`config.mk`:
```
export PLATFORM = sky130hd
export DESIGN_NAME = lbt_core
export DESIGN_NICKNAME = d
export VERILOG_FILES = /design/src/hw/lbt_pkg.sv /design/src/hw/lbt_byteswap.sv /design/src/hw/lbt_core.sv
export SDC_FILE = /design/constraint.sdc
export NUM_CORES = 1
export LEC_CHECK = 0
export BUFFER_PORTS_ARGS = -buffer_cell sky130_fd_sc_hd__buf_2
export CAP_MARGIN = 10
export CELL_PAD_IN_SITES_DETAIL_PLACEMENT = 0
export CELL_PAD_IN_SITES_GLOBAL_PLACEMENT = 1
export CORE_AREA = 8 8 298 300
export DETAILED_ROUTE_END_ITERATION = 6
export DIE_AREA = 0 0 306 308
export PLACE_DENSITY_LB_ADDON = 0.2
export SYNTH_ARGS = -nofsm -noshare
export SYNTH_HDL_FRONTEND = slang
export SYNTH_SLANG_ARGS = --single-unit
```
`constraint.sdc`:
```
create_clock -name hclk -period 11.9 [get_ports hclk]
set_input_delay 1.19 -clock hclk [delete_from_list [all_inputs] [get_ports hclk]]
set_output_delay 1.19 -clock hclk [all_outputs]
set_load 0.05 [all_outputs]
```
`src/hw/lbt_pkg.sv`:
```
package lbt_pkg;

   // ahb-lite register map (byte addresses)
   localparam logic [7:0] LBT_OFS_GEN_CFG = 8'h0C;
   localparam logic [7:0] LBT_OFS_RX_TSOFF = 8'h10;
   localparam logic [7:0] LBT_OFS_STROBE = 8'h14;
   localparam logic [7:0] LBT_OFS_PORT_CTL = 8'h18;
   localparam int LBT_ADDR_W = 8;

   // general config field layout
   localparam int LBT_SWAP_BIT = 4;
   localparam int LBT_TMO_LSB = 7;
   localparam int LBT_TMO_MSB = 23;
   localparam int LBT_TMO_W = LBT_TMO_MSB - LBT_TMO_LSB + 1;
   localparam int LBT_OBS_LSB = 24;
   localparam int LBT_OBS_MSB = 26;
   localparam int LBT_OBS_W = LBT_OBS_MSB - LBT_OBS_LSB + 1;
   localparam int LBT_OBS_GROUPS = 8;
   // timeout unit is 128 hclk cycles, i.e. shift by 7
   localparam int LBT_TMO_SHIFT = 7;
   localparam int LBT_PEND_W = LBT_TMO_W + LBT_TMO_SHIFT;

   // rx timestamp offset field
   localparam int LBT_TSOFF_W = 24;

   // strobe timing field layout
   localparam int LBT_A_LSB = 0;
   localparam int LBT_B_LSB = 8;
   localparam int LBT_D_LSB = 16;
   localparam int LBT_E_LSB = 24;
   localparam int LBT_CNT_W = 8;

   // port control (burst mode enable)
   localparam int LBT_BURST_BIT = 0;

   // reset values
   localparam logic [LBT_TMO_W-1:0] LBT_TMO_RST = 17'h00000;
   localparam logic [LBT_OBS_W-1:0] LBT_OBS_RST = 3'h0;
   localparam logic [LBT_TSOFF_W-1:0] LBT_TSOFF_RST = 24'h000000;
   localparam logic [31:0] LBT_STROBE_RST = 32'h00000000;

   // ahb constants
   localparam logic [1:0] LBT_HTRANS_NONSEQ = 2'h2;
   localparam logic [1:0] LBT_HTRANS_SEQ = 2'h3;

   typedef enum {
      LBT_IDLE,
      LBT_SETUP,
      LBT_STROBE,
      LBT_HOLD,
      LBT_GAP
   } lbt_state_t;

   // one local bus request as it travels from the user port
   typedef struct packed {
      logic write;
      logic [31:0] addr;
      logic [31:0] wdata;
   } lbt_req_t;

   // the answer to one request
   typedef struct packed {
      logic timeout;
      logic [31:0] rdata;
   } lbt_rsp_t;

endpackage

```
`src/hw/lbt_byteswap.sv`:
```
`timescale 1ns/1ns
module lbt_byteswap
   import lbt_pkg::*;
#(
   parameter int W = 32
) (
   input wire logic hclk,
   input wire logic hresetn,
   input wire logic swap,
   input wire logic [W-1:0] din,
   output logic [W-1:0] dout
);

   localparam int NB = W / 8;

   logic [W-1:0] rev;

   // byte k lands in byte NB-1-k when swapping
   genvar k;
   generate
      for (k = 0; k < NB; k++) begin : g_byte
         assign rev[8*k +: 8] = din[8*(NB-1-k) +: 8];
      end
   endgenerate

   // registered so the descriptor path has a clean flop edge
   always_ff @(posedge hclk or negedge hresetn) begin
      if (!hresetn) begin
         dout <= '0;
      end else begin
         dout <= swap ? rev : din;
      end
   end

endmodule

```
`src/hw/lbt_core.sv`:
```
`timescale 1ns/1ns
// Notes on behaviour
// - swap bit 4 byte-reverses tx and rx descriptors; resets to endian strap.
// - abort pending local bus access after timeout field times 128 hclk.
// - timeout field zero disables the timeout; access may pend forever.
// - bits 26:24 pick the observation port group; reset zero.
// - hold queued data block until node timestamp exceeds it by offset.
// - wait bits 7:0 cycles after chip select before output/write enable.
// - after strobe, watch wait/ready up to bits 15:8 cycles.
// - window elapsed without ready: treat slave as ready, finish data phase.
// - window field zero: never assume ready, wait for the slave.
// - hold chip select bits 23:16 cycles after strobe deasserts.
// - burst mode: bits 23:16 also gap between strobes within the burst.
// - keep chip select deasserted bits 31:24 cycles between accesses.
module lbt_core
   import lbt_pkg::*;
#(
   parameter int TS_W = 32,
   parameter int OBS_W = 32
) (
   input wire logic hclk,
   input wire logic hresetn,
   // ahb-lite slave
   input wire logic hsel,
   input wire logic [31:0] haddr,
   input wire logic [1:0] htrans,
   input wire logic hwrite,
   input wire logic [2:0] hsize,
   input wire logic hready,
   input wire logic [31:0] hwdata,
   output logic [31:0] hrdata,
   output logic hreadyout,
   output logic hresp,
   // endianness strap, sampled after reset release
   input wire logic endian_strap,
   // descriptor byte swap path
   input wire logic [31:0] tx_desc_in,
   output logic [31:0] tx_desc_out,
   input wire logic [31:0] rx_desc_in,
   output logic [31:0] rx_desc_out,
   // observation port
   input wire logic [LBT_OBS_GROUPS*OBS_W-1:0] obs_groups,
   output logic [OBS_W-1:0] obs_out,
   // receive timestamp gate
   input wire logic [TS_W-1:0] node_ts,
   input wire logic [TS_W-1:0] block_ts,
   input wire logic block_valid,
   output logic block_release,
   // local bus request / response
   input wire logic req_valid,
   input wire lbt_req_t req,
   output logic req_ready,
   output logic rsp_valid,
   output lbt_rsp_t rsp,
   // local bus pins
   output logic lb_cs_n,
   output logic lb_oe_n,
   output logic lb_we_n,
   output logic [31:0] lb_addr,
   input wire logic [31:0] lb_data_i,
   output logic [31:0] lb_data_o,
   output logic lb_data_oe_n,
   input wire logic lb_rdy
);

   // ---------------- register storage ----------------
   logic swap_q;
   logic strap_done_q;
   logic [LBT_TMO_W-1:0] tmo_q;
   logic [LBT_OBS_W-1:0] obs_sel_q;
   logic [LBT_TSOFF_W-1:0] tsoff_q;
   logic [31:0] strobe_q;
   logic burst_q;

   // ahb address phase capture
   logic wr_pend_q;
   logic [LBT_ADDR_W-1:0] wr_addr_q;
   logic [31:0] hrdata_q;
   logic ahb_go;
   logic [31:0] rd_mux;

   // a beat is taken only with the bus ready and htrans marking a real transfer;
   // hsize is not looked at, so every beat is handled as a whole word
   assign ahb_go = hsel && hready && (htrans == LBT_HTRANS_NONSEQ || htrans == LBT_HTRANS_SEQ);

   // zero wait state slave, always okay
   assign hreadyout = 1'b1;
   assign hresp = 1'b0;
   assign hrdata = hrdata_q;

   // read mux over the address phase; unmapped reads return zero
   always_comb begin
      rd_mux = '0;
      case (haddr[LBT_ADDR_W-1:0])
         LBT_OFS_GEN_CFG: begin
            rd_mux[LBT_SWAP_BIT] = swap_q;
            rd_mux[LBT_TMO_MSB:LBT_TMO_LSB] = tmo_q;
            rd_mux[LBT_OBS_MSB:LBT_OBS_LSB] = obs_sel_q;
         end
         LBT_OFS_RX_TSOFF: rd_mux[LBT_TSOFF_W-1:0] = tsoff_q;
         LBT_OFS_STROBE: rd_mux = strobe_q;
         LBT_OFS_PORT_CTL: rd_mux[LBT_BURST_BIT] = burst_q;
         default: rd_mux = '0;
      endcase
   end

   // read data is latched at the address phase so it stands in the data phase
   always_ff @(posedge hclk or negedge hresetn) begin
      if (!hresetn) begin
         hrdata_q <= '0;
      end else if (ahb_go && !hwrite) begin
         hrdata_q <= rd_mux;
      end
   end

   // write address held over to the data phase, where hwdata arrives
   always_ff @(posedge hclk or negedge hresetn) begin
      if (!hresetn) begin
         wr_pend_q <= 1'b0;
         wr_addr_q <= '0;
      end else begin
         wr_pend_q <= ahb_go && hwrite;
         if (ahb_go) begin
            wr_addr_q <= haddr[LBT_ADDR_W-1:0];
         end
      end
   end

   // swap bit: strap copied once after reset release unless software got there first
   always_ff @(posedge hclk or negedge hresetn) begin
      if (!hresetn) begin
         swap_q <= 1'b0;
         strap_done_q <= 1'b0;
      end else begin
         strap_done_q <= 1'b1;
         if (wr_pend_q && wr_addr_q == LBT_OFS_GEN_CFG) begin
            swap_q <= hwdata[LBT_SWAP_BIT];
         end else if (!strap_done_q) begin
            swap_q <= endian_strap;
         end
      end
   end

   // remaining writable fields
   always_ff @(posedge hclk or negedge hresetn) begin
      if (!hresetn) begin
         tmo_q <= LBT_TMO_RST;
         obs_sel_q <= LBT_OBS_RST;
         tsoff_q <= LBT_TSOFF_RST;
         strobe_q <= LBT_STROBE_RST;
         burst_q <= 1'b0;
      end else if (wr_pend_q) begin
         case (wr_addr_q)
            LBT_OFS_GEN_CFG: begin
               tmo_q <= hwdata[LBT_TMO_MSB:LBT_TMO_LSB];
               obs_sel_q <= hwdata[LBT_OBS_MSB:LBT_OBS_LSB];
            end
            LBT_OFS_RX_TSOFF: tsoff_q <= hwdata[LBT_TSOFF_W-1:0];
            LBT_OFS_STROBE: strobe_q <= hwdata;
            LBT_OFS_PORT_CTL: burst_q <= hwdata[LBT_BURST_BIT];
            default: ;
         endcase
      end
   end

   // ---------------- descriptor swap ----------------
   lbt_byteswap #(.W(32)) u_tx_swap (
      .hclk(hclk),
      .hresetn(hresetn),
      .swap(swap_q),
      .din(tx_desc_in),
      .dout(tx_desc_out)
   );

   lbt_byteswap #(.W(32)) u_rx_swap (
      .hclk(hclk),
      .hresetn(hresetn),
      .swap(swap_q),
      .din(rx_desc_in),
      .dout(rx_desc_out)
   );

   // ---------------- observation port ----------------
   always_ff @(posedge hclk or negedge hresetn) begin
      if (!hresetn) begin
         obs_out <= '0;
      end else begin
         obs_out <= obs_groups[obs_sel_q*OBS_W +: OBS_W];
      end
   end

   // ---------------- rx timestamp gate ----------------
   // modular difference, so the gate survives timestamp wrap
   logic [TS_W-1:0] ts_diff;
   assign ts_diff = node_ts - block_ts;

   always_ff @(posedge hclk or negedge hresetn) begin
      if (!hresetn) begin
         block_release <= 1'b0;
      end else begin
         block_release <= block_valid && (ts_diff > TS_W'(tsoff_q));
      end
   end

   // ---------------- local bus strobe sequencer ----------------
   // the four timing counts, one per byte of the strobe register
   logic [LBT_CNT_W-1:0] t_a;
   logic [LBT_CNT_W-1:0] t_b;
   logic [LBT_CNT_W-1:0] t_d;
   logic [LBT_CNT_W-1:0] t_e;
   assign t_a = strobe_q[LBT_A_LSB +: LBT_CNT_W];
   assign t_b = strobe_q[LBT_B_LSB +: LBT_CNT_W];
   assign t_d = strobe_q[LBT_D_LSB +: LBT_CNT_W];
   assign t_e = strobe_q[LBT_E_LSB +: LBT_CNT_W];

   // sequencer state, phase counter and outstanding-time counter
   lbt_state_t state_q;
   lbt_state_t state_d;
   logic [LBT_CNT_W-1:0] cnt_q;
   logic [LBT_PEND_W-1:0] pend_q;
   logic [LBT_PEND_W-1:0] tmo_limit;
   lbt_req_t cur_q;
   logic strobe_done;
   logic tmo_hit;
   logic pending;
   logic take;

   // field counts blocks of 128 clocks, so it sits above seven zero bits
   assign tmo_limit = {tmo_q, LBT_TMO_SHIFT'(0)};
   // only setup and strobe are outstanding; hold and gap are wind-down
   assign pending = (state_q == LBT_SETUP) || (state_q == LBT_STROBE);
   // zero field keeps the timeout quiet for good
   assign tmo_hit = pending && (tmo_q != '0) && (pend_q >= tmo_limit - LBT_PEND_W'(1));
   // ready ends the strobe; an elapsed window only counts when the field is nonzero
   assign strobe_done = lb_rdy || ((t_b != '0) && (cnt_q >= t_b - LBT_CNT_W'(1)));

   // a new request is taken from idle, or straight into the strobe inside a burst
   assign req_ready = (state_q == LBT_IDLE) || (state_q == LBT_HOLD && cnt_q >= t_d && burst_q);
   assign take = req_valid && req_ready;

   // next state; a count of n keeps setup, hold or gap for n+1 cycles; the strobe window lasts n
   always_comb begin
      state_d = state_q;
      case (state_q)
         LBT_IDLE: if (req_valid) state_d = LBT_SETUP;
         LBT_SETUP: begin
            if (tmo_hit) begin
               state_d = LBT_HOLD;
            end else if (cnt_q >= t_a) begin
               state_d = LBT_STROBE;
            end
         end
         LBT_STROBE: if (tmo_hit || strobe_done) state_d = LBT_HOLD;
         LBT_HOLD: begin
            if (cnt_q >= t_d) begin
               if (burst_q && req_valid) begin
                  state_d = LBT_STROBE;
               end else begin
                  state_d = LBT_GAP;
               end
            end
         end
         LBT_GAP: if (cnt_q >= t_e) state_d = LBT_IDLE;
         default: state_d = LBT_IDLE;
      endcase
   end

   // state and phase counter; counter restarts on every state change
   always_ff @(posedge hclk or negedge hresetn) begin
      if (!hresetn) begin
         state_q <= LBT_IDLE;
         cnt_q <= '0;
      end else begin
         state_q <= state_d;
         if (state_d != state_q) begin
            cnt_q <= '0;
         end else if (cnt_q != '1) begin
            cnt_q <= cnt_q + LBT_CNT_W'(1);
         end
      end
   end

   // outstanding time of the access; saturates rather than wrapping
   always_ff @(posedge hclk or negedge hresetn) begin
      if (!hresetn) begin
         pend_q <= '0;
      end else if (!pending || take) begin
         pend_q <= '0;
      end else if (pend_q != '1) begin
         pend_q <= pend_q + LBT_PEND_W'(1);
      end
   end

   // request held for the whole access
   always_ff @(posedge hclk or negedge hresetn) begin
      if (!hresetn) begin
         cur_q <= '0;
      end else if (take) begin
         cur_q <= req;
      end
   end

   // answer: one pulse when the data phase ends or the access is aborted
   always_ff @(posedge hclk or negedge hresetn) begin
      if (!hresetn) begin
         rsp_valid <= 1'b0;
         rsp <= '0;
      end else begin
         rsp_valid <= 1'b0;
         if (tmo_hit) begin
            rsp_valid <= 1'b1;
            rsp.timeout <= 1'b1;
            rsp.rdata <= '0;
         end else if (state_q == LBT_STROBE && strobe_done) begin
            rsp_valid <= 1'b1;
            rsp.timeout <= 1'b0;
            rsp.rdata <= cur_q.write ? 32'h00000000 : lb_data_i;
         end
      end
   end

   // pins; chip select covers setup, strobe and hold
   always_ff @(posedge hclk or negedge hresetn) begin
      if (!hresetn) begin
         lb_cs_n <= 1'b1;
         lb_oe_n <= 1'b1;
         lb_we_n <= 1'b1;
         lb_addr <= '0;
         lb_data_o <= '0;
         lb_data_oe_n <= 1'b1;
      end else begin
         lb_cs_n <= !(state_d == LBT_SETUP || state_d == LBT_STROBE || state_d == LBT_HOLD);
         lb_oe_n <= !(state_d == LBT_STROBE && !(take ? req.write : cur_q.write));
         lb_we_n <= !(state_d == LBT_STROBE && (take ? req.write : cur_q.write));
         lb_addr <= take ? req.addr : cur_q.addr;
         lb_data_o <= take ? req.wdata : cur_q.wdata;
         // data driven for writes from setup through hold
         lb_data_oe_n <= !((state_d == LBT_SETUP || state_d == LBT_STROBE || state_d == LBT_HOLD)
            && (take ? req.write : cur_q.write));
      end
   end

endmodule

```
==> results.toml, run 1 <==
[clock_network]
tritoncts_num_sinks = 448
numCtsBuffers = 51
post_cts_resize_count = 0
clock_pin_slew_reported_for_the_worst_setup_and_hold_paths_after_clock_tree_synthesis_ps = 60
clock_h_tree_levels = 2
clock-root-buffer = "sky130_fd_sc_hd__clkbuf_16"
cts_setup_buffers = 0
hold_buffers = 0
tritoncts = "built"
clock_path_buffers = 3
clk-insertion-delay-late_ps = 600

[yosys]
post_synthesis_cell_area_mm2 = 0.0218
ys_warn_count = 0
synth.avg_cell_area_um2 = 12.2
cells_after_synth = 1789
post-synth-top-count-cell = "sky130_fd_sc_hd__dfrtp_1"
synth_top_cells_by_area = "sky130_fd_sc_hd__dfrtp_1 51%, sky130_fd_sc_hd__mux2_2 11%, sky130_fd_sc_hd__mux4_2 6.6%"
synth-async-reset-ratio_pct = 100
postSynth.topFlopCell = "sky130_fd_sc_hd__dfrtp_1"
ys_top_cells_by_count = "444 x sky130_fd_sc_hd__dfrtp_1, 219 x sky130_fd_sc_hd__mux2_2, 129 x sky130_fd_sc_hd__nand2_1, 109 x sky130_fd_sc_hd__o21ai_0, 108 x sky130_fd_sc_hd__ha_1"
synth.distinct_cells = 75
synth_top_cell_area_share_pct = 50.9
synth_enable_flop_cells = 0
seq_area_frac_synth_pct = 51.3
post-synth-top-area-cell = "sky130_fd_sc_hd__dfrtp_1"
synth_seq_cells = 448

[timing]
slew_headroom_pct = 23.8
rsz0062_at_grt = "no"
fin_crit_ps = 5240
timing.final.hold_violations = 0
timing.final.max_slew_violations = 0
worst_hold_slack_ps = 471
clock-skew-final_ps = 25.8
achievable-frequency_mhz = 191
worstMarginPinSlew_ps = 1140
setup_total_negative_slack_ps = 0
fin_crit_sh_pct = 44.1
setup_viol = 0

[run]
max_cap_viol_count = 0

[route]
route.vias.total = 17188
vias_per_cell = 4.63
length_of_the_first_detailed_routing_pass_in_iterations = 4
remaining_drc_errors = 0
antenna_left = 0
post_drt_wl_per_cell_um = 22.9
drt_first_iter_violations = 791
wl_mm = 85.0

[status]
status = "finished clean"

[critical_path]
critical_path.max_fanout = 4
critPathCaptureType = "flip-flop"
critical_path_required_ps = 12360
worst_ep_arrival_time_ps = 5710
worst_path_dominant_cell_family = "compound AO/OA/AOI/OAI gates"
cp-startpoint = "node_ts[0]"
worstReg2RegStart = "tmo_q[2]"
timing.critical_path.cells = "buf_2 -> inv_1 -> ha_1 -> inv_1 -> fa_1 -> a211oi_1 -> o21ai_1 -> a211o_1 -> a31oi_1 -> o21ai_0 -> and2_1 -> nor2_1 -> xnor2_1 -> ha_1 -> nor2b_1 -> o21ai_0 -> o211ai_1 -> a2111oi_0 -> nand3_1 -> or4_1 -> o41a_1"
slowest_delay_ps = 420
worstSetupPathType = "input pin to flip-flop"
crit_buf_inv = 3
timing.critical_path.from_type = "input pin"
critPathSlowestCell = "sky130_fd_sc_hd__fa_1"

[placement]
dp_cells = 3602
detailed_place_hpwl_mm = 68.8
port-buffer-count = 762
gp_congestion = 0.942

[power_and_ir_drop]
cellLeakagePower_nw = 14.3
total_power_mw = 3.83
irDropWorstVdd_uv = 90.2
power_density_mw_per_mm2 = 133

[cells_and_area]
fill_cells = 8546
area_growth_syn_to_layout_pct = 31.7
nets = 3234
post_layout_nonfiller_instances = 3712
final_layout_size_suffix_gt1_share_pct = 45.3

[grt]
grt_pass1_wl_mm = 123
grt_max_degree = 125
overflow = 0
grt_antenna_before_repair = 29
vias_in_the_first_global_route = 17981
grt_usage_pct = 17.2

[floorplanning]
die-area_mm2 = 0.0942
floorplan.rows = 107
die_boundary_width_um = 306
floorplan.core_area_mm2 = 0.0842
number_of_primary_i_o_pins = 793
die_height_um = 308
start_util_pct = 25.9

[worst_hold_path]
min_from = "hrdata[8]"
min_path_type = "flip-flop to flip-flop"
where the power goes:
group / total [mW] / switching (mW) / internal, mW
logic: 0.562 / 0.342 / 0.220
clock network: 1.67 / 0.657 / 1.01
registers: 1.60 / 0.0260 / 1.58
worst min-delay path, stage by stage (launching register included):
cell                      delay (ps)
sky130_fd_sc_hd__dfrtp_1         330
sky130_fd_sc_hd__nand2_1          50
sky130_fd_sc_hd__o21ai_0          60
placed cells by master (no fill, tap or decap), types with 12 or more instances in the layout:
| master | synthesis | routed |
|---|---|---|
| sky130_fd_sc_hd__clkbuf_16 | 0 | 51 |
| sky130_fd_sc_hd__xor2_1 | 29 | 29 |
| sky130_fd_sc_hd__diode_2 | 0 | 16 |
| sky130_fd_sc_hd__dfrtp_1 | 444 | 440 |
| sky130_fd_sc_hd__xnor2_1 | 37 | 37 |
| sky130_fd_sc_hd__buf_4 | 5 | 15 |
| sky130_fd_sc_hd__mux4_2 | 64 | 64 |
| sky130_fd_sc_hd__mux2_2 | 219 | 219 |
| sky130_fd_sc_hd__nand2_1 | 129 | 129 |
| sky130_fd_sc_hd__or3_1 | 12 | 12 |
| sky130_fd_sc_hd__ha_1 | 108 | 108 |
| sky130_fd_sc_hd__a22o_1 | 32 | 32 |
| sky130_fd_sc_hd__nor2_1 | 70 | 70 |
| sky130_fd_sc_hd__conb_1 | 2 | 32 |
| sky130_fd_sc_hd__a21o_1 | 28 | 28 |
| sky130_fd_sc_hd__a22oi_1 | 18 | 18 |
| sky130_fd_sc_hd__nor3_1 | 21 | 19 |
| sky130_fd_sc_hd__nand3_1 | 27 | 27 |
| sky130_fd_sc_hd__nand4_1 | 23 | 23 |
| sky130_fd_sc_hd__a21oi_1 | 54 | 54 |
| sky130_fd_sc_hd__o21ai_0 | 109 | 109 |
| sky130_fd_sc_hd__buf_2 | 5 | 761 |
| sky130_fd_sc_hd__inv_1 | 96 | 96 |
final cells by class:
type                       instances  area, um2  area share [%]
timing repair buffer             779       3980            13.8
clock buffer                      70       1460            5.06
inverter                          96        360            1.25
antenna                           16       40.0           0.139
sequential                       448      11200            39.0
tap                             1090       1360            4.74
multi-input combinational       1190      10000            34.9
clock inverter                    23        319            1.11
cell families after synthesis:
group / Yosys count / synth area share (%)
other: 2 / 0.0344
flip-flops: 448 / 51.3
adder cells (fa/ha/maj): 109 / 6.28
multiplexers: 294 / 18.4
XOR/XNOR: 66 / 2.65
buffers and inverters: 181 / 3.33
AO/OA/AOI/OAI: 335 / 10.1
AND/OR/NAND/NOR: 354 / 7.93
through the flow:
stage	instance area [um2]	setup WS, ps	util (%)
global route	28800	6060	34.2
finish	28800	6660	34.2
floorplan	22000	6810	-
CTS	28700	6430	34.1
detailed placement	26900	5960	32.0
global placement	26900	5940	32.0
path summary, 6_finish.rpt:
kind	end	cells past startpoint	slack, ps
worst max register to register	rsp[0]	14	6820
worst min register to register	hrdata[8]	2	470
max in group asynchronous	obs_sel_q[0]	3	8990
min in group asynchronous	obs_out[29]	1	690
worst min-delay path	hrdata[8]	2	470
worst max-delay path	block_release	21	6660
routing by layer:
metal,share of wire (%),vias up,track usage (%)
met2,51,518,30.1
met4,2.5,10,5.32
met1,39,8515,19.8
li1,-,8036,-
met3,8.2,109,6.00
met5,0.076,-,0
state kept, by name (all words and copies together) (netlist names), 3 cells and up:
name,count
lb_data_o,32
strobe_q,32
wr_addr_q,8
tmo_q,17
pend_q,24
rsp,33
lb_addr,32
u_tx_swap.dout,32
hrdata,32
obs_sel_q,3
u_rx_swap.dout,32
cur_q,65
obs_out,32
state_q,32
tsoff_q,24
cnt_q,8
No activity file was read; power rests on OpenSTA's default activity.
==> run 2, diff against run 1 <==
--- a/config.mk
+++ b/config.mk
@@ -9,9 +9,9 @@
 export CAP_MARGIN = 10
 export CELL_PAD_IN_SITES_DETAIL_PLACEMENT = 0
 export CELL_PAD_IN_SITES_GLOBAL_PLACEMENT = 1
-export CORE_AREA = 8 8 298 300
+export CORE_AREA = 8 8 301 303
 export DETAILED_ROUTE_END_ITERATION = 6
-export DIE_AREA = 0 0 306 308
+export DIE_AREA = 0 0 309 311
 export PLACE_DENSITY_LB_ADDON = 0.2
 export SYNTH_ARGS = -nofsm -noshare
 export SYNTH_HDL_FRONTEND = slang
==> constraint.sdc (replaced) <==
create_clock -name hclk -period 4.9 [get_ports hclk]
set_input_delay 0.49 -clock hclk [delete_from_list [all_inputs] [get_ports hclk]]
set_output_delay 0.49 -clock hclk [all_outputs]
set_load 0.05 [all_outputs]
==> results.toml, run 2 (synthesis results as in run 1) <==
[status]
status = "finished clean"

[floorplanning]
floorplan.core_area_mm2 = 0.0859
die_boundary_width_um = 309
number_of_primary_i_o_pins = 793
die-area_mm2 = 0.0961
die_height_um = 311
start_util_pct = 25.4
floorplan.rows = 108

[clock_network]
clock_path_buffers = 3
clock_pin_slew_reported_for_the_worst_setup_and_hold_paths_after_clock_tree_synthesis_ps = 70
tritoncts_num_sinks = 448
clk-insertion-delay-late_ps = 620
clock-root-buffer = "sky130_fd_sc_hd__clkbuf_16"
tritoncts = "built"
clock_h_tree_levels = 2
numCtsBuffers = 53

[timing]
worstMarginPinSlew_ps = 996
rsz0062_at_grt = "no"
setup_total_negative_slack_ps = 0
fin_crit_sh_pct = 91.3
timing.final.max_slew_violations = 0
slew_headroom_pct = 33.6
achievable-frequency_mhz = 224
clock-skew-final_ps = 41.3
timing.final.hold_violations = 0
setup_viol = 0
fin_crit_ps = 4470

[cells_and_area]
final_layout_size_suffix_gt1_share_pct = 45.9
utilization_after_layout_pct = 33.9
area_growth_syn_to_layout_pct = 33.2
final_cell_mix = "761 x sky130_fd_sc_hd__buf_2, 440 x sky130_fd_sc_hd__dfrtp_1, 219 x sky130_fd_sc_hd__mux2_2, 129 x sky130_fd_sc_hd__nand2_1, 109 x sky130_fd_sc_hd__o21ai_0"
largest-register = "cur_q"
mostFrequentLayoutCell = "sky130_fd_sc_hd__buf_2"
fill_cells = 8832
nets = 3262
top_regs = "cur_q (65), rsp (33)"
largest_register_ffs = 65

[critical_path]
reg2reg_depth = 13
worstSetupPathType = "flip-flop to flip-flop"
critPathCaptureType = "flip-flop"
timing.critical_path.from_type = "flip-flop"
worst_ep_arrival_time_ps = 5010
critical_path.max_fanout = 6
critical_path_required_ps = 5440

[grt]
vias_in_the_first_global_route = 18383
grt_pass1_wl_mm = 119
overflow = 0
grt_antenna_before_repair = 33
grt_max_degree = 135
grt_usage_pct = 16.0

[power_and_ir_drop]
power_density_mw_per_mm2 = 316
irDropWorstVdd_uv = 249
cellLeakagePower_nw = 14.5

[placement]
detailed_place_hpwl_mm = 64.1
port-buffer-count = 762
gp_congestion = 0.877

[route]
length_of_the_first_detailed_routing_pass_in_iterations = 5
route.vias.total = 17241
drt_first_iter_violations = 910
wl_mm = 80.4
remaining_drc_errors = 0
post_drt_wl_per_cell_um = 21.1
vias_per_cell = 4.52
antenna_left = 0

[run]
max_cap_viol_count = 0

[worst_hold_path]
min_path_type = "input pin to flip-flop"
whs_path_depth = 2
[run 2: cell types whose count changed in the layout (fill, tap and decap cells not counted), sizes merged]
| cell | previous run | this run |
|---|---|---|
| buf | 779 | 804 |
| bufinv | 7 | 3 |
| clkinv | 10 | 21 |
| diode | 16 | 21 |
| dlygate4sd3 | 0 | 1 |
| inv | 98 | 97 |
[run 2: critical path: stages, from the launching register on]
cell and delay, ps:
sky130_fd_sc_hd__dfrtp_1 460, sky130_fd_sc_hd__or3_1 410, sky130_fd_sc_hd__or3b_4 410, sky130_fd_sc_hd__or3_4 410
sky130_fd_sc_hd__or3_4 420, sky130_fd_sc_hd__xor2_1 160, sky130_fd_sc_hd__ha_1 210, sky130_fd_sc_hd__nor3_1 120
sky130_fd_sc_hd__o21ai_0 130, sky130_fd_sc_hd__a2111oi_0 610, sky130_fd_sc_hd__o32ai_1 210, sky130_fd_sc_hd__o21ai_2 140
sky130_fd_sc_hd__o221ai_1 390, sky130_fd_sc_hd__nand3b_1 300
[run 2: through the flow]
step	power, mW	std cells	instance area [um2]	setup WS (ps)	hold WS [ps]
after floorplan	4.76	1819	22000	512	194
after global routing	9.66	3801	29100	122	65.3
final	9.21	3814	29100	428	94.9
after global placement	5.34	3693	27300	-275	462
after detailed placement	5.36	3693	27300	-211	467
after CTS	9.39	3793	29000	413	41.6
[run 2: final timing paths]
kind / endpoint / slack, ps / from
max: lb_we_n / 430 / tmo_q[2]
min: rsp[19] / 90 / lb_data_i[19]
max reg2reg: lb_we_n / 430 / tmo_q[2]
min reg2reg: hrdata[7] / 470 / hrdata[7]
max in group asynchronous: lb_addr[20] / 3050 / hresetn
min in group asynchronous: u_rx_swap.dout[18] / 570 / hresetn
[run 2: report_power, final]
part | switching, mW | internal, mW
Combinational | 0.820 | 0.559
Clock | 1.65 | 2.28
Sequential | 0.0682 | 3.83
Total | 2.54 | 6.67
[run 2: metal layers]
| layer | track usage (%) | vias up | part of all wire [%] |
|---|---|---|---|
| li1 | - | 8098 | - |
| met1 | 19.7 | 8523 | 41 |
| met5 | 0 | - | 0.090 |
| met3 | 3.56 | 118 | 6.4 |
| met2 | 27.8 | 490 | 50 |
| met4 | 4.52 | 12 | 2.6 |
[run 2: cell type report]
class | count | area (um2) | area share, %
Inverter | 96 | 360 | 1.24
Antenna cell | 21 | 52.6 | 0.181
Sequential cell | 448 | 11200 | 38.6
Clock buffer | 70 | 1470 | 5.05
Tap cell | 1155 | 1450 | 4.97
Timing Repair Buffer | 805 | 4220 | 14.5
Multi-Input combinational cell | 1190 | 10000 | 34.5
Clock inverter | 29 | 282 | 0.968
[run 2: what timing repair did]
| item | CTS | global route |
|---|---|---|
| setup endpoints to repair | 0 | 0 |
| hold buffers | 1 | 0 |
| gates resized for setup | 0 | 0 |
| buffers inserted | 0 | 0 |
| hold endpoints to repair | 92 | 0 |
